--- src/sar_adc_regs.svh ---
`ifndef SAR_ADC_REGS_SVH
`define SAR_ADC_REGS_SVH

// ****************************************
// Result width and reset value
// ****************************************
`define RESULT_BITS 10
`define RESULT_RESET 10'h000
`define RESULT_MSB_TRIAL 10'h200

// ****************************************
// Channel select codes
// ****************************************
`define CHAN_EXT0 3'h0
`define CHAN_EXT3 3'h3
`define CHAN_CMP_REF 3'h4
`define CHAN_REF_0V6 3'h5
`define CHAN_REF_1V2 3'h6
`define CHAN_RESERVED 3'h7

// ****************************************
// Conversion clock select codes
// ****************************************
`define CLKSEL_DIV2 3'h0
`define CLKSEL_DIV4 3'h4
`define CLKSEL_DIV8 3'h1
`define CLKSEL_DIV16 3'h5
`define CLKSEL_DIV32 3'h2
`define CLKSEL_DIV64 3'h6
`define CLKSEL_RC_LOW 2'h3

// ****************************************
// Format and reference selects
// ****************************************
`define JUSTIFY_RIGHT 1'b1
`define REF_SUPPLY 1'b0
`define REF_EXT_PIN 1'b1

// ****************************************
// Timing counts
// ****************************************
`define CONV_TAD_COUNT 4'hb
`define ABORT_TAD_COUNT 4'h2
`define INSTR_CYCLE_CLKS 3'h4

`endif

--- src/sar_adc_pkg.sv ---
`default_nettype none

`include "sar_adc_regs.svh"

package sar_adc_pkg;

	typedef enum logic [1:0] {
		ST_IDLE = 2'b00,
		ST_RC_DELAY = 2'b01,
		ST_CONVERT = 2'b10,
		ST_ABORT_WAIT = 2'b11
	} conv_state_e;

	typedef struct packed {
		logic result_justify_select;
		logic positive_ref_select;
		logic [2:0] channel_select;
		logic [2:0] conv_clock_select;
	} ctrl_s;

	typedef struct packed {
		logic powered;
		logic mux_en;
		logic [2:0] mux_sel;
		logic ref_pos_sel;
		logic track;
		logic [`RESULT_BITS-1:0] trial;
	} analog_s;

endpackage

`default_nettype wire

--- src/conv_tick_gen.sv ---
`timescale 1ns/10ps
`default_nettype none

`include "sar_adc_regs.svh"

module conv_tick_gen (
	// Clock and reset
	input wire logic sys_clk,
	input wire logic rst,
	// Control
	input wire logic run,
	input wire logic [2:0] clock_select,
	input wire logic rc_level,
	// Bit period strobe
	output logic tick
);

	logic [5:0] div_q;
	logic rc_prev_q;
	logic [5:0] mask;
	logic tick_div;
	logic tick_rc;
	logic rc_sel;

	// ****************************************
	// Divider mask per source
	// ****************************************
	assign rc_sel = (clock_select[1:0] == `CLKSEL_RC_LOW);
	assign mask = (clock_select == `CLKSEL_DIV2) ? 6'h01 :
		(clock_select == `CLKSEL_DIV4) ? 6'h03 :
		(clock_select == `CLKSEL_DIV8) ? 6'h07 :
		(clock_select == `CLKSEL_DIV16) ? 6'h0f :
		(clock_select == `CLKSEL_DIV32) ? 6'h1f : 6'h3f;
	assign tick_div = ((div_q & mask) == mask);
	// Rising edge of the already synchronised oscillator level
	assign tick_rc = rc_level & ~rc_prev_q;
	assign tick = run & (rc_sel ? tick_rc : tick_div);

	// Held at zero while idle so the first period is a full one
	always_ff @(posedge sys_clk or posedge rst) begin
		if (rst) begin
			div_q <= 6'h00;
			rc_prev_q <= 1'b0;
		end else begin
			div_q <= run ? 6'(div_q + 6'h01) : 6'h00;
			rc_prev_q <= rc_level;
		end
	end

endmodule

`default_nettype wire

--- src/sar_adc_sequencer.sv ---
`timescale 1ns/10ps
`default_nettype none

`include "sar_adc_regs.svh"

module sar_adc_sequencer (
	// Clock and reset
	input wire logic sys_clk,
	input wire logic rst,
	// Configuration
	input wire sar_adc_pkg::ctrl_s ctrl,
	input wire logic converter_enable,
	// Software strobes on the start/status bit and flag
	input wire logic start_set,
	input wire logic start_clear,
	input wire logic conv_done_flag_clear,
	// Interrupt control and power state
	input wire logic conv_done_irq_enable,
	input wire logic sleep_active,
	// Analog side
	input wire logic rc_osc_in,
	input wire logic comparator_in,
	output var sar_adc_pkg::analog_s analog_out,
	// Status
	output logic start_busy,
	output logic conv_done_flag,
	output logic irq_req,
	output logic wake_req,
	output logic [7:0] result_high_byte,
	output logic [7:0] result_low_byte
);

	// ****************************************
	// State
	// ****************************************
	sar_adc_pkg::conv_state_e state_q;
	sar_adc_pkg::conv_state_e state_d;
	sar_adc_pkg::analog_s analog_d;
	logic go_q;
	logic go_d;
	logic flag_q;
	logic flag_d;
	logic sleep_off_q;
	logic sleep_off_d;
	logic [3:0] tad_cnt_q;
	logic [3:0] tad_cnt_d;
	logic [2:0] instr_cnt_q;
	logic [2:0] instr_cnt_d;
	logic [`RESULT_BITS-1:0] trial_q;
	logic [`RESULT_BITS-1:0] trial_d;
	logic [`RESULT_BITS-1:0] mask_q;
	logic [`RESULT_BITS-1:0] mask_d;
	logic [`RESULT_BITS-1:0] result_q;
	logic [`RESULT_BITS-1:0] result_d;
	logic [7:0] high_q;
	logic [7:0] low_q;

	// ****************************************
	// Synchronisers
	// ****************************************
	logic cmp_meta_q;
	logic cmp_sync_q;
	logic rc_meta_q;
	logic rc_sync_q;

	// Two cycles of comparator latency rule out the divide-by-two source
	// two-stage crossings
	always_ff @(posedge sys_clk or posedge rst) begin
		if (rst) begin
			cmp_meta_q <= 1'b0;
			cmp_sync_q <= 1'b0;
			rc_meta_q <= 1'b0;
			rc_sync_q <= 1'b0;
		end else begin
			cmp_meta_q <= comparator_in;
			cmp_sync_q <= cmp_meta_q;
			rc_meta_q <= rc_osc_in;
			rc_sync_q <= rc_meta_q;
		end
	end

	// ****************************************
	// Decode
	// ****************************************
	logic rc_sel;
	logic sleep_kill;
	logic powered;
	logic converting;
	logic run_tad;
	logic tick;
	logic start_ok;
	logic sw_abort;
	logic abort_any;
	logic last_bit;
	logic done;
	logic keep_bit;
	logic [`RESULT_BITS-1:0] decided;
	logic instr_done;
	logic abort_done;
	logic chan_valid;
	logic tick_run;

	assign rc_sel = (ctrl.conv_clock_select[1:0] == `CLKSEL_RC_LOW);
	assign sleep_kill = sleep_active & ~rc_sel;
	assign powered = converter_enable & ~sleep_off_q & ~sleep_kill;
	assign converting = (state_q == sar_adc_pkg::ST_RC_DELAY) | (state_q == sar_adc_pkg::ST_CONVERT);
	assign run_tad = (state_q == sar_adc_pkg::ST_CONVERT) | (state_q == sar_adc_pkg::ST_ABORT_WAIT);
	assign start_ok = (state_q == sar_adc_pkg::ST_IDLE) & go_q & powered;
	// software clear of the busy bit
	assign sw_abort = converting & start_clear & ~start_set;
	assign abort_any = converting & (sw_abort | ~converter_enable | sleep_kill);
	// bit decisions on periods 1 to 10
	assign last_bit = (tad_cnt_q == 4'(`CONV_TAD_COUNT - 4'h1));
	assign done = (state_q == sar_adc_pkg::ST_CONVERT) & tick & last_bit & ~abort_any;
	// comparator high keeps the trial bit
	assign keep_bit = cmp_sync_q;
	assign decided = keep_bit ? trial_q : (trial_q & ~mask_q);
	assign instr_done = (instr_cnt_q == 3'(`INSTR_CYCLE_CLKS - 3'h1));
	assign abort_done = tick & (tad_cnt_q == 4'(`ABORT_TAD_COUNT - 4'h1));
	// reserved channel leaves the mux open
	assign chan_valid = (ctrl.channel_select != `CHAN_RESERVED);
	// Divider restarts on an abort so the wait is two whole periods
	assign tick_run = run_tad & ~abort_any;

	// ****************************************
	// Bit period source
	// ****************************************
	// divider or RC edge per select code
	conv_tick_gen u_tick (
		.sys_clk(sys_clk),
		.rst(rst),
		.run(tick_run),
		.clock_select(ctrl.conv_clock_select),
		.rc_level(rc_sync_q),
		.tick(tick)
	);

	// ****************************************
	// Sequencer next state
	// ****************************************
	always_comb begin
		state_d = state_q;
		tad_cnt_d = tad_cnt_q;
		instr_cnt_d = 3'h0;
		trial_d = trial_q;
		mask_d = mask_q;
		result_d = result_q;
		case (state_q)
			sar_adc_pkg::ST_IDLE: begin
				tad_cnt_d = 4'h0;
				if (start_ok) begin
					trial_d = `RESULT_MSB_TRIAL;
					mask_d = `RESULT_MSB_TRIAL;
					if (rc_sel) begin
						state_d = sar_adc_pkg::ST_RC_DELAY;
					end else begin
						state_d = sar_adc_pkg::ST_CONVERT;
					end
				end
			end
			sar_adc_pkg::ST_RC_DELAY: begin
				instr_cnt_d = 3'(instr_cnt_q + 3'h1);
				if (abort_any) begin
					state_d = ~converter_enable ? sar_adc_pkg::ST_IDLE : sar_adc_pkg::ST_ABORT_WAIT;
				end else if (instr_done) begin
					state_d = sar_adc_pkg::ST_CONVERT;
				end
			end
			sar_adc_pkg::ST_CONVERT: begin
				if (abort_any) begin
					tad_cnt_d = 4'h0;
					state_d = ~converter_enable ? sar_adc_pkg::ST_IDLE : sar_adc_pkg::ST_ABORT_WAIT;
				end else if (tick) begin
					tad_cnt_d = 4'(tad_cnt_q + 4'h1);
					// First period only takes the hold
					if (tad_cnt_q != 4'h0) begin
						trial_d = decided | (mask_q >> 1);
						mask_d = mask_q >> 1;
					end
					if (last_bit) begin
						result_d = decided;
						tad_cnt_d = 4'h0;
						state_d = sar_adc_pkg::ST_IDLE;
					end
				end
			end
			sar_adc_pkg::ST_ABORT_WAIT: begin
				// two periods, then back to tracking
				if (~converter_enable) begin
					tad_cnt_d = 4'h0;
					state_d = sar_adc_pkg::ST_IDLE;
				end else if (abort_done) begin
					tad_cnt_d = 4'h0;
					state_d = sar_adc_pkg::ST_IDLE;
				end else if (tick) begin
					tad_cnt_d = 4'(tad_cnt_q + 4'h1);
				end
			end
			default: begin
				state_d = sar_adc_pkg::ST_IDLE;
				tad_cnt_d = 4'h0;
			end
		endcase
	end

	// ****************************************
	// Start/status bit, flag and power
	// ****************************************
	// hardware clears busy at completion
	// A new set in the same cycle wins while the converter is enabled
	assign go_d = (start_set & converter_enable) ? 1'b1 :
		(done | start_clear | ~converter_enable | (sleep_kill & converting)) ? 1'b0 : go_q;
	// only the software strobe clears it
	assign flag_d = done ? 1'b1 : (conv_done_flag_clear ? 1'b0 : flag_q);
	// Cleared the moment sleep ends, ready for the next start
	// RC run in sleep without interrupt
	// power stays off until sleep ends
	assign sleep_off_d = ~sleep_active ? 1'b0 :
		((done & rc_sel & ~conv_done_irq_enable) | sleep_kill) ? 1'b1 : sleep_off_q;

	// ****************************************
	// Analog outputs
	// ****************************************
	always_comb begin
		analog_d.powered = powered;
		// selected source to sample and hold
		analog_d.mux_en = powered & chan_valid;
		analog_d.mux_sel = ctrl.channel_select;
		analog_d.ref_pos_sel = ctrl.positive_ref_select;
		// tracking only in idle and RC delay, not in the bit periods or abort wait
		analog_d.track = powered & ((state_d == sar_adc_pkg::ST_IDLE) | (state_d == sar_adc_pkg::ST_RC_DELAY));
		analog_d.trial = trial_d;
	end

	// ****************************************
	// Result formatting
	// ****************************************
	logic [7:0] fmt_high;
	logic [7:0] fmt_low;
	logic right_just;

	// Layout follows the format bit now, not the one at completion
	// one means right justified
	assign right_just = (ctrl.result_justify_select == `JUSTIFY_RIGHT);
	assign fmt_high = right_just ? {6'h00, result_q[9:8]} : result_q[9:2];
	assign fmt_low = right_just ? result_q[7:0] : {result_q[1:0], 6'h00};

	// ****************************************
	// Registers
	// ****************************************
	// reset clears everything and stops
	always_ff @(posedge sys_clk or posedge rst) begin
		if (rst) begin
			state_q <= sar_adc_pkg::ST_IDLE;
			go_q <= 1'b0;
			flag_q <= 1'b0;
			sleep_off_q <= 1'b0;
			tad_cnt_q <= 4'h0;
			instr_cnt_q <= 3'h0;
		end else begin
			state_q <= state_d;
			go_q <= go_d;
			flag_q <= flag_d;
			sleep_off_q <= sleep_off_d;
			tad_cnt_q <= tad_cnt_d;
			instr_cnt_q <= instr_cnt_d;
		end
	end

	always_ff @(posedge sys_clk or posedge rst) begin
		if (rst) begin
			trial_q <= `RESULT_RESET;
			mask_q <= `RESULT_RESET;
			result_q <= `RESULT_RESET;
		end else begin
			trial_q <= trial_d;
			mask_q <= mask_d;
			result_q <= result_d;
		end
	end

	// Bytes trail a format change by one cycle
	always_ff @(posedge sys_clk or posedge rst) begin
		if (rst) begin
			high_q <= 8'h00;
			low_q <= 8'h00;
			analog_out <= '0;
		end else begin
			high_q <= fmt_high;
			low_q <= fmt_low;
			analog_out <= analog_d;
		end
	end

	// ****************************************
	// Status outputs
	// ****************************************
	assign start_busy = go_q;
	assign conv_done_flag = flag_q;
	assign irq_req = flag_q & conv_done_irq_enable;
	assign wake_req = flag_q & conv_done_irq_enable;
	assign result_high_byte = high_q;
	assign result_low_byte = low_q;

endmodule

`default_nettype wire

--- config.mk ---
export PLATFORM = sky130hd
export DESIGN_NAME = sar_adc_sequencer
export DESIGN_NICKNAME = d
export VERILOG_FILES = /design/src/sar_adc_pkg.sv /design/src/conv_tick_gen.sv /design/src/sar_adc_sequencer.sv
export VERILOG_INCLUDE_DIRS = /design/src
export SDC_FILE = /design/constraint.sdc
export NUM_CORES = 1
export LEC_CHECK = 0
export BUFFER_PORTS_ARGS = -buffer_cell sky130_fd_sc_hd__clkbuf_2
export CAP_MARGIN = 20
export CORE_AREA = 2 2 95 97
export CTS_BUF_LIST = sky130_fd_sc_hd__clkbuf_8
export DETAILED_ROUTE_END_ITERATION = 8
export DIE_AREA = 0 0 97 99
export HOLD_SLACK_MARGIN = 0.05
export PLACE_DENSITY = 0.66
export SLEW_MARGIN = 20
export SYNTH_ARGS = -nofsm -noshare
export SYNTH_HDL_FRONTEND = slang
export SYNTH_HIERARCHICAL = 1
export SYNTH_SLANG_ARGS = --single-unit
--- constraint.sdc ---
create_clock -name sys_clk -period 2.8 [get_ports sys_clk]
set_input_delay 0.28 -clock sys_clk [delete_from_list [all_inputs] [get_ports sys_clk]]
set_output_delay 0.28 -clock sys_clk [all_outputs]
set_load 0.005 [all_outputs]
Word level (Yosys, flattened, before mapping):

Cells that the tools add are included.

* bits in registers: 76
* input bits: 18
* output and inout port bits: 37

* $add $sub $neg: 3
* equal/unequal tests: 21
* mux-type cells: 44
* bitwise operators: 43
* reduce and logical (&&, ||, !) cells: 11

Operator list (count)
* two-way mux 10 bit: 8
* one-hot mux 10 bit (2 select lines): 2
* two-way mux 6 bit: 6
* two-way mux 4 bit: 6
* AND 1 bit: 22
* two-way mux 2 bit: 10
* two-way mux 8 bit: 2
* one-hot mux 4 bit (3 select lines): 1
* AND 10 bit: 1
* inverter 10 bit: 1
* bitwise OR 10 x 9 -> 10 bit: 1
* bitwise OR 1 bit: 9
* inverter 1 bit: 8
* one-hot mux 2 bit (4 select lines): 1
* two-way mux 1 bit: 7
* adder 6 x 1 -> 6 bit (second input constant): 1
* AND 6 bit: 1
* equality test 2 bit (second input constant): 3
* equality test 3 x 2 -> 1 bit (second input constant): 2
* equality test 3 bit (second input constant): 2
* equality test 6 bit: 1
* inequality test 2 bit (second input constant): 3
* inequality test 3 bit (second input constant): 2
* nonzero test 2 bit: 3
* other kinds (16): 19

Logic depth before layout (Yosys ltp):

Gate-level depths: netlist (run 1).

* depth in word-level cells: 18
* mapped depth: 10
* gate-level depth less buffers: 10

Modules after synthesis:

Netlist (run 1), hierarchy kept.

By module, submodules not included
* sar_adc_sequencer: times used 1, cells an instance 261, area each 2995.4 um^2, sequential area each 1726.7 um^2
* conv_tick_gen: times used 1, cells an instance 35, area each 345.3 um^2, sequential area each 175.2 um^2

Least setup slack after synthesis (run 1):

Ideal clock, no wire load.

* kind: register to register
* from: register state_q[0]
* to: register analog_out[0] (netlist bit)
* arrival time: 2.765 ns
* required time: 2.679 ns
* setup slack: -0.086 ns
* stages on the path, launching flop included: 11
* path buffers: 2
* clock period less this slack: 2.886 ns
* cells stage by stage: dfrtp_1 > inv_1 > ha_1 > clkbuf_1 > o21a_1 > o21ai_0 > a221oi_1 > a41oi_4 > buf_2 > a211o_1 > a22o_1

* word-level cells in the longest chain between the ends: 12

Ends and longest elaborated chain
* start, declared: line sar_adc_sequencer.sv:36 `sar_adc_pkg::conv_state_e state_q;`
* start signal, assigned: line sar_adc_sequencer.sv:254 `state_q <= sar_adc_pkg::ST_IDLE;`
* start signal, assigned: line sar_adc_sequencer.sv:261 `state_q <= state_d;`
* equality test 2 x 1 -> 1 bit / equality test 2 bit (equally long branches): line sar_adc_sequencer.sv:106, sar_adc_sequencer.sv:107
* bitwise OR 1 bit: line sar_adc_sequencer.sv:106 `assign converting = (state_q == sar_adc_pkg::ST_RC_DELAY) | (state_q == sar_adc_pkg::ST_CONVERT);`
* AND 1 bit (2 in a row): line sar_adc_sequencer.sv:110 `assign sw_abort = converting & start_clear & ~start_set;`
* bitwise OR 1 bit (2 in a row): line sar_adc_sequencer.sv:111 `assign abort_any = converting & (sw_abort | ~converter_enable | sleep_kill);`
* AND 1 bit: line sar_adc_sequencer.sv:111
* inverter 1 bit (no source line)
* AND 1 bit *: line sar_adc_sequencer.sv:123 `assign tick_run = run_tad & ~abort_any;`
* named net tick_run: line sar_adc_sequencer.sv:101 `logic tick_run;`
* AND 1 bit *: line conv_tick_gen.sv:37 `assign tick = run & (rc_sel ? tick_rc : tick_div);`
* named net tick: line sar_adc_sequencer.sv:90 `logic tick;`
* inequality test 2 bit (no source line) *
* AND reduction 5 bit (no source line) *
* end signal, assigned: line sar_adc_sequencer.sv:291 `analog_out <= analog_d;`
* end, declared: line sar_adc_sequencer.sv:23 `output var sar_adc_pkg::analog_s analog_out,`

The timed path passes the listed nets; every way through them passes the cells marked *.
A chain may end at the register's enable or synchronous reset.

Worst setup path after layout (run 1):

* from: register state_q[1]
* to: register mask_q[6]

* word-level cells in the longest chain between the ends: 12

Ends and longest elaborated chain
* equality test 2 x 1 -> 1 bit / equality test 2 bit (equally long branches): line sar_adc_sequencer.sv:106, sar_adc_sequencer.sv:107
* bitwise OR 1 bit: line sar_adc_sequencer.sv:106
* AND 1 bit (2 in a row): line sar_adc_sequencer.sv:110
* bitwise OR 1 bit (2 in a row): line sar_adc_sequencer.sv:111
* AND 1 bit: line sar_adc_sequencer.sv:111
* inverter 1 bit (no source line)
* AND 1 bit *: line sar_adc_sequencer.sv:123
* named net tick_run: line sar_adc_sequencer.sv:101
* AND 1 bit *: line conv_tick_gen.sv:37
* named net tick: line sar_adc_sequencer.sv:90
* inequality test 2 bit (no source line) *
* AND reduction 5 bit (no source line) *
* end signal, assigned: line sar_adc_sequencer.sv:273 `` mask_q <= `RESULT_RESET; ``
* end signal, assigned: line sar_adc_sequencer.sv:277 `mask_q <= mask_d;`
* end, declared: line sar_adc_sequencer.sv:51 `` logic [`RESULT_BITS-1:0] mask_q; ``

Marked as above.

==> flow_summary_export.csv, run 1 <==
group,metric,value,unit
final_layout,fill_cells,782,
pwr,clkPwrFrac,25.9,%
pwr,peakVddDrop,399,uV
timing,setup_viol_count_final,0,
placed_design,place.gp.congestion,0.813,
logic_synthesis,yosysTopAreaCell,"dfrtp_1",
timing,period_share,93.0,%
global_routing,grt_pass1_vias,2412,
clock_tree,ctsRootBufferMaster,"clkbuf_8",
logic_synthesis,seq_area_frac_synth,56.9,%
min_path,hold_path_class,"input port to flip-flop",
placed_design,dp_hpwl,4.83,mm
logic_synthesis,synth_top_flop_cell,"dfrtp_1",
route,ant_nets,0,
logic_synthesis,syn_inst,296,
route,first_iter_violations,155,
global_routing,grt_overflow,0,
worst_setup_path,crit_family,"compound AO/OA/AOI/OAI gates",
route,num_vias,2429,
floorplanning,core,0.00855,mm^2
worst_setup_path,critical_path_class,"flip-flop to flip-flop",
worst_setup_path,critPathMaxStageDelay,450,ps
global_routing,grt_pass1_wl,11.6,mm
timing,min_period,2600,ps
min_path,whs_endpoint,"conv_done_flag$_DFFE_PP0P_",
flow_run,max_cap_viol_count,0,
pwr,netSwitchingFraction,35.3,%
worst_setup_path,worstSetupStartpointType,"flip-flop",
pwr,switching_power,1.18,mW
final_layout,synthToLayoutAreaGrowth,21.9,%
pwr,comb_power_share,31.4,%
pwr,powerDensity,821,mW/mm^2
worst_setup_path,worst_ep_arrival_time,2840,ps
clock_tree,cts_hold_buf,7,
clock_tree,cts_buffer_depth,2,
floorplanning,dieWidth,97,um
floorplanning,ioPinCount,55,
worst_setup_path,r2r_start,"state_q[1]$_DFF_PP0_",
worst_setup_path,crit_slowest_cell,"or2_0",
logic_synthesis,synth-edff-count,0,
logic_synthesis,syn_area,0.00334,mm^2
clock_tree,tritoncts,"built",
worst_setup_path,worstPathCellList,"inv_1 -> ha_1 -> o31ai_4 -> o21a_1 -> o21ai_0 -> a221oi_2 -> a41oi_4 -> or2_0 -> a22o_1",
worst_setup_path,end_kind,"flip-flop",
logic_synthesis,synth_seq_cells,76,
final_layout,antenna_cells,0,
route,wire_per_inst,14.1,um
clock_tree,cts_buffers,9,
clock_tree,post_cts_buffers,0,
logic_synthesis,ys_types,50,
worst_setup_path,rr_endpoint,"mask_q[6]$_DFFE_PP0P_",
logic_synthesis,muxShareOfSynthArea,1.35,%
route,vias_per_cell,5.04,
clock_tree,cts_sinks,76,
route,dr.pass1.iters,4,
clock_tree,h-tree-depth,3,
logic_synthesis,avgSynthCellArea,11.3,um^2
timing,finalHoldViolCount,0,
global_routing,antenna_found_initial,0,
logic_synthesis,synth-simple-area-share,15.8,%
timing,hold_slack,126,ps
logic_synthesis,synthMostInstantiatedCell,"dfrtp_1",
logic_synthesis,synth_top_area_share,56.9,%
worst_setup_path,crit_fanout,12,
final_layout,final_nets,399,
timing,fin_tns_setup,0,ps
timing,finClkSkew,15.2,ps
floorplanning,num_rows,34,
route,routed_wl,6.81,mm
logic_synthesis,synthAdderAreaFrac,4.49,%
timing,finalMaxSlewViolations,0,
logic_synthesis,synthTopCellsByArea,"dfrtp_1, a22o_1, ha_1",
floorplanning,die_area,0.00960,mm^2
pwr,p_int,2.16,mW
global_routing,grt_max_degree,33,
floorplanning,fp.dieH,99,um
route,route.detailed.drc,0,
final_layout,drive_gt1_share,24.9,%
logic_synthesis,synth_top_family_by_area,"compound AO/OA/AOI/OAI gates",
placed_design,portBuffers,54,
pwr,p_leak,1.95,nW
timing,slew_headroom,54.9,%
worst_setup_path,required,3030,ps
logic_synthesis,ys_top_cells_by_count,"dfrtp_1, nand2_1, o21ai_0",
clock_tree,worstSkewPairLatency,350,ps
global_routing,grt_usage,15.2,%
logic_synthesis,async_reset_ff_share,100,%
clock_tree,ctsResizeCount,0,
timing,worstMarginPinSlew,676,ps
logic_synthesis,synth_compound_area_share,17.4,%
timing,fmax,0.384,GHz
logic_synthesis,yosysWarnings,6,
logic_synthesis,synth_xor_xnor_area_share,0.787,%
floorplanning,initial_core_util,39.1,%
run_status,status,"finished clean",
worst_setup_path,r2r_slack,200,ps
clock_tree,path_clk_slew,90,ps
min_path,min_from,"conv_done_flag_clear",
worst_setup_path,rr_worst_depth,9,
logic_synthesis,syn-num-nets,326,
pwr,pwr-share-seq,42.7,%
worst_setup_path,worst-path-buf-inv,1,
timing,rsz0062_at_grt,"no",
min_path,holdPathStages,2,
## power groups by stage
stage	Clock [mW]	Combinational, mW	Sequential [mW]
global route	0.939	1.18	1.45
finish	0.864	1.05	1.43
floorplan	0	0.718	1.42
detailed placement	0	1.04	1.45
global placement	0	1.03	1.45
CTS	0.891	1.06	1.42
## worst register-to-register path: stages, from the launching register on
cell      delay, ps
dfrtp_1         360
inv_1            70
ha_1            360
o31ai_4          90
o21a_1          190
o21ai_0         110
a221oi_2        300
a41oi_4         300
or2_0           450
a22o_1          250
## worst max-delay path by stage
stage,from,end,cells past startpoint
after global routing,state_q[1]$_DFF_PP0_,mask_q[5]$_DFFE_PP0P_,9
after CTS,state_q[1]$_DFF_PP0_,mask_q[5]$_DFFE_PP0P_,9
final,state_q[1]$_DFF_PP0_,mask_q[6]$_DFFE_PP0P_,9
after detailed placement,state_q[1]$_DFF_PP0_,mask_q[5]$_DFFE_PP0P_,9
after global placement,state_q[0]$_DFF_PP0_,mask_q[0]$_DFFE_PP0P_,9
after floorplan,state_q[0]$_DFF_PP0_,analog_out[0]$_DFFE_PP0P_,10
## registers in the layout (all words and copies together), names as in the netlist, 2 cells and up
signal and cells:
analog_out 17, mask_q 10, result_q 10, result_high_byte 8, result_low_byte 8, u_tick/div_q 6
tad_cnt_q 4, instr_cnt_q 3, state_q 2
## cells by family after synthesis
logic type	count (synthesis)
muxes	4
DFF	76
xor gates and xnor gates	3
AOI/OAI and AO/OA	75
adders and majority gates	12
and+or+nand+nor	101
buffers and inverters	25
## layout by cell type (no fill, tap or decap), types with 3 or more instances in the layout
| cell | instances |
|---|---|
| and2_1 | 9 |
| nor2b_1 | 12 |
| nor2_1 | 14 |
| buf_4 | 10 |
| a21oi_1 | 5 |
| nand3_1 | 6 |
| nand2_1 | 32 |
| inv_6 | 4 |
| nand2b_1 | 15 |
| o21ai_0 | 20 |
| ha_1 | 12 |
| a211o_1 | 10 |
| mux2_2 | 4 |
| clkbuf_2 | 54 |
| clkbuf_8 | 9 |
| o21a_1 | 3 |
| a22o_1 | 18 |
| dlygate4sd3_1 | 7 |
| inv_1 | 13 |
| dfrtp_1 | 76 |
## per-layer routing
metal	track usage, %	wire, um
met5	0	0
met4	4.55	108
met3	5.25	347
met2	23.3	3080
met1	20.5	3270
## layout make-up
class	count	area, um^2	area share (%)
Tap cell	108	135	3.32
Sequential cell	76	1900	46.7
Inverter	15	56.3	1.38
Clock buffer	9	124	3.04
Clock inverter	7	80.1	1.97
Timing Repair Buffer	72	435	10.7
Multi-Input combinational cell	195	1340	32.9
## through the flow
step	instances	cell area [um^2]	total power, mW	setup WS [ps]	util (%)
final	482	4070	3.34	197	47.6
after global routing	482	4070	3.57	3.74	47.6
after CTS	482	4070	3.37	204	47.6
after detailed placement	459	3800	2.49	240	44.4
after global placement	459	3800	2.48	320	44.4
after floorplan	296	3350	2.13	131	-
(Power assumes the default switching activity.)
==> run 2, diff against run 1 <==
--- a/config.mk
+++ b/config.mk
@@ -6,12 +6,13 @@
 export SDC_FILE = /design/constraint.sdc
 export NUM_CORES = 1
 export LEC_CHECK = 0
+export ABC_AREA = 1
 export BUFFER_PORTS_ARGS = -buffer_cell sky130_fd_sc_hd__clkbuf_2
 export CAP_MARGIN = 20
-export CORE_AREA = 2 2 95 97
+export CORE_AREA = 2 2 99 101
 export CTS_BUF_LIST = sky130_fd_sc_hd__clkbuf_8
 export DETAILED_ROUTE_END_ITERATION = 8
-export DIE_AREA = 0 0 97 99
+export DIE_AREA = 0 0 101 103
 export HOLD_SLACK_MARGIN = 0.05
 export PLACE_DENSITY = 0.66
 export SLEW_MARGIN = 20
==> flow_summary_export.csv, run 2 <==
group,metric,value,unit
placed_design,place.gp.congestion,0.769,
worst_setup_path,end_kind,"flip-flop",
logic_synthesis,yosysTopAreaCell,"dfrtp_1",
final_layout,layout_commonest_cell,"nand2_1",
pwr,switching_power,0.991,mW
placed_design,dp_hpwl,5.34,mm
logic_synthesis,synth_seq_cells,76,
route,routed_wl,7.64,mm
logic_synthesis,syn_inst,427,
clock_tree,cts_buffers,9,
final_layout,final_nets,521,
timing,finalMaxSlewViolations,0,
clock_tree,cts_sinks,76,
final_layout,top_regs,"analog_out x17, mask_q x10, result_q x10",
logic_synthesis,synthMostInstantiatedCell,"nand2_1",
min_path,holdPathStages,1,
pwr,p_int,1.73,mW
logic_synthesis,synth_top_flop_cell,"dfrtp_1",
clock_tree,ctsResizeCount,0,
worst_setup_path,worstPathCellList,"inv_1 -> ha_1 -> nand3_2 -> nand2_4 -> nor2_1 -> o21ai_0 -> a21oi_2 -> inv_1 -> nor3_1 -> nand2_1 -> buf_4 -> nand2_1 -> o21ai_0",
timing,fmax,0.409,GHz
timing,finClkSkew,12.9,ps
pwr,pwr-share-seq,45.8,%
logic_synthesis,synthTopCellsByArea,"dfrtp_1, nand2_1, inv_1",
clock_tree,ctsRootBufferMaster,"clkbuf_8",
flow_run,max_cap_viol_count,0,
worst_setup_path,required,3030,ps
placed_design,post-place-cells,588,
global_routing,grt_max_degree,66,
route,num_vias,2895,
clock_tree,path_clk_slew,90,ps
route,wire_per_inst,12.5,um
floorplanning,dieWidth,101,um
logic_synthesis,syn_area,0.00364,mm^2
route,ant_nets,0,
timing,setup_viol_count_final,0,
timing,slew_headroom,46.1,%
global_routing,grt_pass1_vias,2728,
logic_synthesis,seq_area_frac_synth,52.3,%
timing,rsz0062_at_grt,"no",
logic_synthesis,synth-edff-count,0,
pwr,p_leak,2.33,nW
route,route.detailed.drc,0,
run_status,status,"finished clean",
timing,min_period,2450,ps
logic_synthesis,ys_types,34,
timing,finalHoldViolCount,0,
floorplanning,core,0.00946,mm^2
logic_synthesis,ys_top_cells_by_count,"nand2_1, dfrtp_1, inv_1",
final_layout,largest_reg_flops,17,
final_layout,drive_gt1_share,19.2,%
clock_tree,tritoncts,"built",
min_path,hold_path_class,"input port to flip-flop",
final_layout,final_cells,610,
placed_design,portBuffers,54,
floorplanning,initial_core_util,38.5,%
logic_synthesis,synth_top_area_share,52.3,%
logic_synthesis,async_reset_ff_share,100,%
final_layout,antenna_cells,0,
clock_tree,h-tree-depth,3,
final_layout,layout_common_cells,"nand2_1, dfrtp_1, inv_1",
global_routing,antenna_found_initial,0,
floorplanning,num_rows,36,
pwr,peakVddDrop,230,uV
final_layout,fill_cells,952,
worst_setup_path,rr_worst_depth,13,
final_layout,multi_input_area,0.00139,mm^2
global_routing,grt_overflow,0,
timing,worstMarginPinSlew,809,ps
timing,period_share,87.4,%
worst_setup_path,worst_ep_arrival_time,2670,ps
pwr,comb_power_share,24.6,%
pwr,powerDensity,641,mW/mm^2
final_layout,regArea,0.00190,mm^2
worst_setup_path,crit_fanout,23,
worst_setup_path,critical_path_class,"flip-flop to flip-flop",
floorplanning,ioPinCount,55,
global_routing,grt_usage,15.7,%
route,dr.pass1.iters,4,
timing,fin_tns_setup,0,ps
global_routing,grt_pass1_wl,12.9,mm
floorplanning,die_area,0.0104,mm^2
clock_tree,worstSkewPairLatency,350,ps
placed_design,dp_slack,345,ps
route,first_iter_violations,225,
final_layout,top_register,"analog_out",
worst_setup_path,worstSetupStartpointType,"flip-flop",
timing,final.setup.worst_slack,354,ps
final_layout,synthToLayoutAreaGrowth,16.9,%
logic_synthesis,syn-num-nets,457,
floorplanning,fp.dieH,103,um
logic_synthesis,avgSynthCellArea,8.52,um^2
clock_tree,post_cts_buffers,0,
logic_synthesis,yosysWarnings,6,
route,vias_per_cell,4.75,
pwr,clkPwrFrac,29.5,%
pwr,netSwitchingFraction,36.4,%
worst_setup_path,critPathMaxStageDelay,470,ps
timing,hold_slack,61.6,ps
worst_setup_path,crit_slowest_cell,"dfrtp_1",
clock_tree,cts_buffer_depth,2,
[run 2: logic make-up (layout without fill, tap and decap cells)]
logic type | after synthesis | after routing | synth area share, %
AND/OR/NAND/NOR | 202 | 202 | 25.0
adder cells (fa/ha/maj) | 12 | 12 | 4.13
XOR/XNOR | 2 | 2 | 0.482
AO/OA/AOI/OAI | 56 | 56 | 8.63
flip-flops | 76 | 76 | 52.3
buffers and inverters | 79 | 148 | 9.46
[run 2: layout make-up]
class	instances	share of cell area, %
well taps	114	3.35
clock inverters	7	1.53
flip-flops and latches	76	44.7
inverters	65	5.74
clock buffers	9	2.91
repair buffers	67	9.00
multi-input cells	272	32.7
[run 2: power groups by stage]
stage / Combinational, mW / Sequential [mW] / Clock (mW)
detailed placement: 0.666 / 1.27 / 0
finish: 0.671 / 1.25 / 0.805
floorplan: 0.497 / 1.26 / 0
CTS: 0.675 / 1.25 / 0.828
global placement: 0.669 / 1.27 / 0
global route: 0.765 / 1.26 / 0.874
[run 2: per-stage QoR]
step / cell area, um^2 / power, mW / utilization (%)
finish: 4250 / 2.72 / 45.0
detailed placement: 4000 / 1.94 / 42.3
global route: 4250 / 2.90 / 45.0
floorplan: 3640 / 1.75 / -
CTS: 4250 / 2.75 / 45.0
global placement: 4000 / 1.94 / 42.3
[run 2: worst paths after layout]
path,start,end,slack (ps)
setup / recovery,state_q[1]$_DFF_PP0_,result_q[6]$_DFFE_PP0P_,350
setup reg to reg,state_q[1]$_DFF_PP0_,result_q[6]$_DFFE_PP0P_,350
min in group asynchronous,rst,tad_cnt_q[3]$_DFFE_PP0P_,350
hold reg to reg,cmp_meta_q$_DFF_PP0_,cmp_sync_q$_DFF_PP0_,350
hold / removal,ctrl[3],analog_out[12]$_DFF_PP0_,60
max in group asynchronous,rst,state_q[0]$_DFF_PP0_,1440
[run 2: layer usage]
| metal | global-route usage, % | wire length (um) | part of all wire [%] |
|---|---|---|---|
| met1 | 21.4 | 3650 | 48 |
| met2 | 25.3 | 3560 | 47 |
| met3 | 2.98 | 310 | 4.1 |
| met4 | 5.61 | 115 | 1.5 |
| met5 | 0 | 0 | 0 |
[run 2: worst max-delay path: cells and delay by family (launching register included)]
family / cells / cell delay [ps]
compound gates: 3 / 350
buf+inv: 3 / 440
simple gates: 6 / 700
flops: 1 / 470
fa+ha+maj: 1 / 360
[run 2: timing repair]
item	in CTS	in global routing
hold buffers	6	0
setup endpoints to repair	0	0
hold endpoints to repair	16	0
==> run 3, diff against run 2 <==
--- a/config.mk
+++ b/config.mk
@@ -14,7 +14,7 @@
 export DETAILED_ROUTE_END_ITERATION = 8
 export DIE_AREA = 0 0 101 103
 export HOLD_SLACK_MARGIN = 0.05
-export PLACE_DENSITY = 0.66
+export PLACE_DENSITY = 0.63
 export SLEW_MARGIN = 20
 export SYNTH_ARGS = -nofsm -noshare
 export SYNTH_HDL_FRONTEND = slang
==> constraint.sdc (replaced) <==
create_clock -name sys_clk -period 2.44 [get_ports sys_clk]
set_input_delay 0.244 -clock sys_clk [delete_from_list [all_inputs] [get_ports sys_clk]]
set_output_delay 0.244 -clock sys_clk [all_outputs]
set_load 0.005 [all_outputs]
==> flow_summary_export.csv, run 3 (same netlist as run 2, synthesis figures left out) <==
group,metric,value,unit
clock_tree,ctsRootBufferMaster,"clkbuf_8",
placed_design,portBuffers,54,
final_layout,top_register,"analog_out",
route,routed_wl,7.66,mm
worst_setup_path,crit_slowest_cell,"dfrtp_1",
pwr,finalPower,3.26,mW
final_layout,regArea,0.00190,mm^2
worst_setup_path,crit_fanout,23,
route,first_iter_violations,242,
final_layout,layout_common_cells,"nand2_1, dfrtp_1, inv_1",
final_layout,drive_gt1_share,19.8,%
final_layout,final_nets,524,
pwr,peakVddDrop,263,uV
worst_setup_path,critPathMaxStageDelay,390,ps
floorplanning,fp.dieH,103,um
worst_setup_path,crit_family,"simple AND/OR/NAND/NOR gates",
floorplanning,core,0.00946,mm^2
global_routing,antenna_found_initial,0,
global_routing,grt_pass1_wl,12.7,mm
timing,min_period,2230,ps
final_layout,final_core_util,45.5,%
timing,finalHoldViolCount,0,
worst_setup_path,end_kind,"flip-flop",
floorplanning,die_area,0.0104,mm^2
global_routing,grt_pass1_vias,2776,
floorplanning,num_rows,36,
final_layout,top_regs,"analog_out x17, mask_q x10, result_q x10",
pwr,comb_power_share,25.6,%
timing,fin_tns_setup,0,ps
final_layout,largest_reg_flops,17,
worst_setup_path,worstSetupStartpointType,"flip-flop",
clock_tree,h-tree-depth,3,
timing,finalMaxSlewViolations,0,
route,num_vias,2967,
clock_tree,post_cts_buffers,0,
route,wire_per_inst,12.5,um
final_layout,layout_commonest_cell,"nand2_1",
timing,fmax,0.448,GHz
final_layout,synthToLayoutAreaGrowth,18.4,%
timing,worstMarginPinSlew,844,ps
timing,setup_viol_count_final,0,
final_layout,antenna_cells,0,
clock_tree,worstSkewPairLatency,360,ps
timing,period_share,91.4,%
clock_tree,path_clk_slew,80,ps
pwr,p_leak,2.35,nW
route,ant_nets,0,
floorplanning,dieWidth,101,um
route,dr.pass1.iters,4,
placed_design,dp_hpwl,5.22,mm
pwr,netSwitchingFraction,35.0,%
timing,slew_headroom,43.7,%
clock_tree,cts_buffer_depth,2,
placed_design,place.gp.congestion,0.878,
final_layout,multi_input_area,0.00141,mm^2
global_routing,grt_max_degree,70,
floorplanning,ioPinCount,55,
run_status,status,"finished clean",
timing,finClkSkew,9.11,ps
global_routing,grt_usage,15.5,%
pwr,powerDensity,756,mW/mm^2
timing,hold_slack,65.3,ps
worst_setup_path,required,2670,ps
global_routing,grt_overflow,0,
final_layout,fill_cells,928,
worst_setup_path,critical_path_class,"flip-flop to flip-flop",
pwr,p_int,2.12,mW
pwr,switching_power,1.14,mW
timing,final.setup.worst_slack,209,ps
clock_tree,cts_sinks,76,
timing,rsz0062_at_grt,"no",
route,vias_per_cell,4.84,
worst_setup_path,worstPathCellList,"inv_1 -> ha_4 -> nand3_2 -> nand2_4 -> nor2_1 -> o21ai_0 -> a21oi_2 -> inv_1 -> nor3_1 -> nand2_1 -> buf_4 -> nand2_1 -> o21ai_0",
floorplanning,initial_core_util,38.5,%
pwr,clkPwrFrac,30.7,%
clock_tree,tritoncts,"built",
min_path,hold_path_class,"input port to flip-flop",
pwr,pwr-share-seq,43.6,%
worst_setup_path,worst_ep_arrival_time,2460,ps
placed_design,dp_slack,180,ps
worst_setup_path,worst-path-buf-inv,3,
clock_tree,cts_buffers,9,
route,route.detailed.drc,0,
flow_run,max_cap_viol_count,0,
==> run 3: worst reg2reg max path: cells and delay by family, from the launching register on <==
family	cells	cell delay, ps
AO/OA/AOI/OAI	3	350
adder cells (fa/ha/maj)	1	240
AND/OR/NAND/NOR	6	680
flip-flops	1	390
buffers and inverters	3	450
==> run 3: power by group through the flow <==
stage               registers [mW]  clock network (mW)  logic (mW)
finish                        1.42                1.00       0.835
global route                  1.43                1.08       0.932
CTS                           1.42                1.03       0.800
detailed placement            1.45                   0       0.786
global placement              1.44                   0       0.776
floorplan                     1.44                   0       0.573
==> run 3: cell type report <==
cell class | count | share of cell area, %
multi-input combinational | 272 | 32.6
clock buffer | 9 | 2.88
inverter | 65 | 5.66
tap | 114 | 3.31
timing repair buffer | 70 | 9.47
clock inverter | 7 | 1.92
sequential | 76 | 44.1
==> run 3: what timing repair did <==
item                                    in CTS  in global routing
gates resized for setup                      0                  2
endpoints found under the setup margin       0                 12
hold buffers                                 7                  0
hold endpoints to repair                    13                  0
==> run 3: per-layer routing <==
metal / part of all wire [%] / routed length, um / vias to the layer above / track usage, %
met4: 2.0 / 156 / 0 / 7.69
met5: 0 / 0 / - / 0
li1: - / - / 1486 / -
met2: 46 / 3510 / 85 / 24.5
met3: 5.0 / 381 / 15 / 2.24
met1: 47 / 3610 / 1381 / 20.8
==> run 3: path summary, 6_finish.rpt <==
kind | startpoint | to | slack, ps | cells past startpoint
max | state_q[1]$_DFF_PP0_ | result_q[9]$_DFFE_PP0P_ | 210 | 13
max reg2reg | state_q[1]$_DFF_PP0_ | result_q[9]$_DFFE_PP0P_ | 210 | 13
min in group asynchronous | rst | u_tick/div_q[0]$_DFF_PP0_ | 370 | 3
min reg2reg | rc_meta_q$_DFF_PP0_ | rc_sync_q$_DFF_PP0_ | 350 | 0
max in group asynchronous | rst | tad_cnt_q[2]$_DFFE_PP0P_ | 1220 | 4
min | conv_done_flag_clear | conv_done_flag$_DFFE_PP0P_ | 70 | 2
==> run 3: per-stage QoR <==
step           std cells  instance area (um^2)
2_1_floorplan        427                  3640
3_3_place_gp         590                  4020
3_5_place_dp         590                  4020
4_1_cts              613                  4300
5_1_grt              613                  4310
6_report             613                  4310
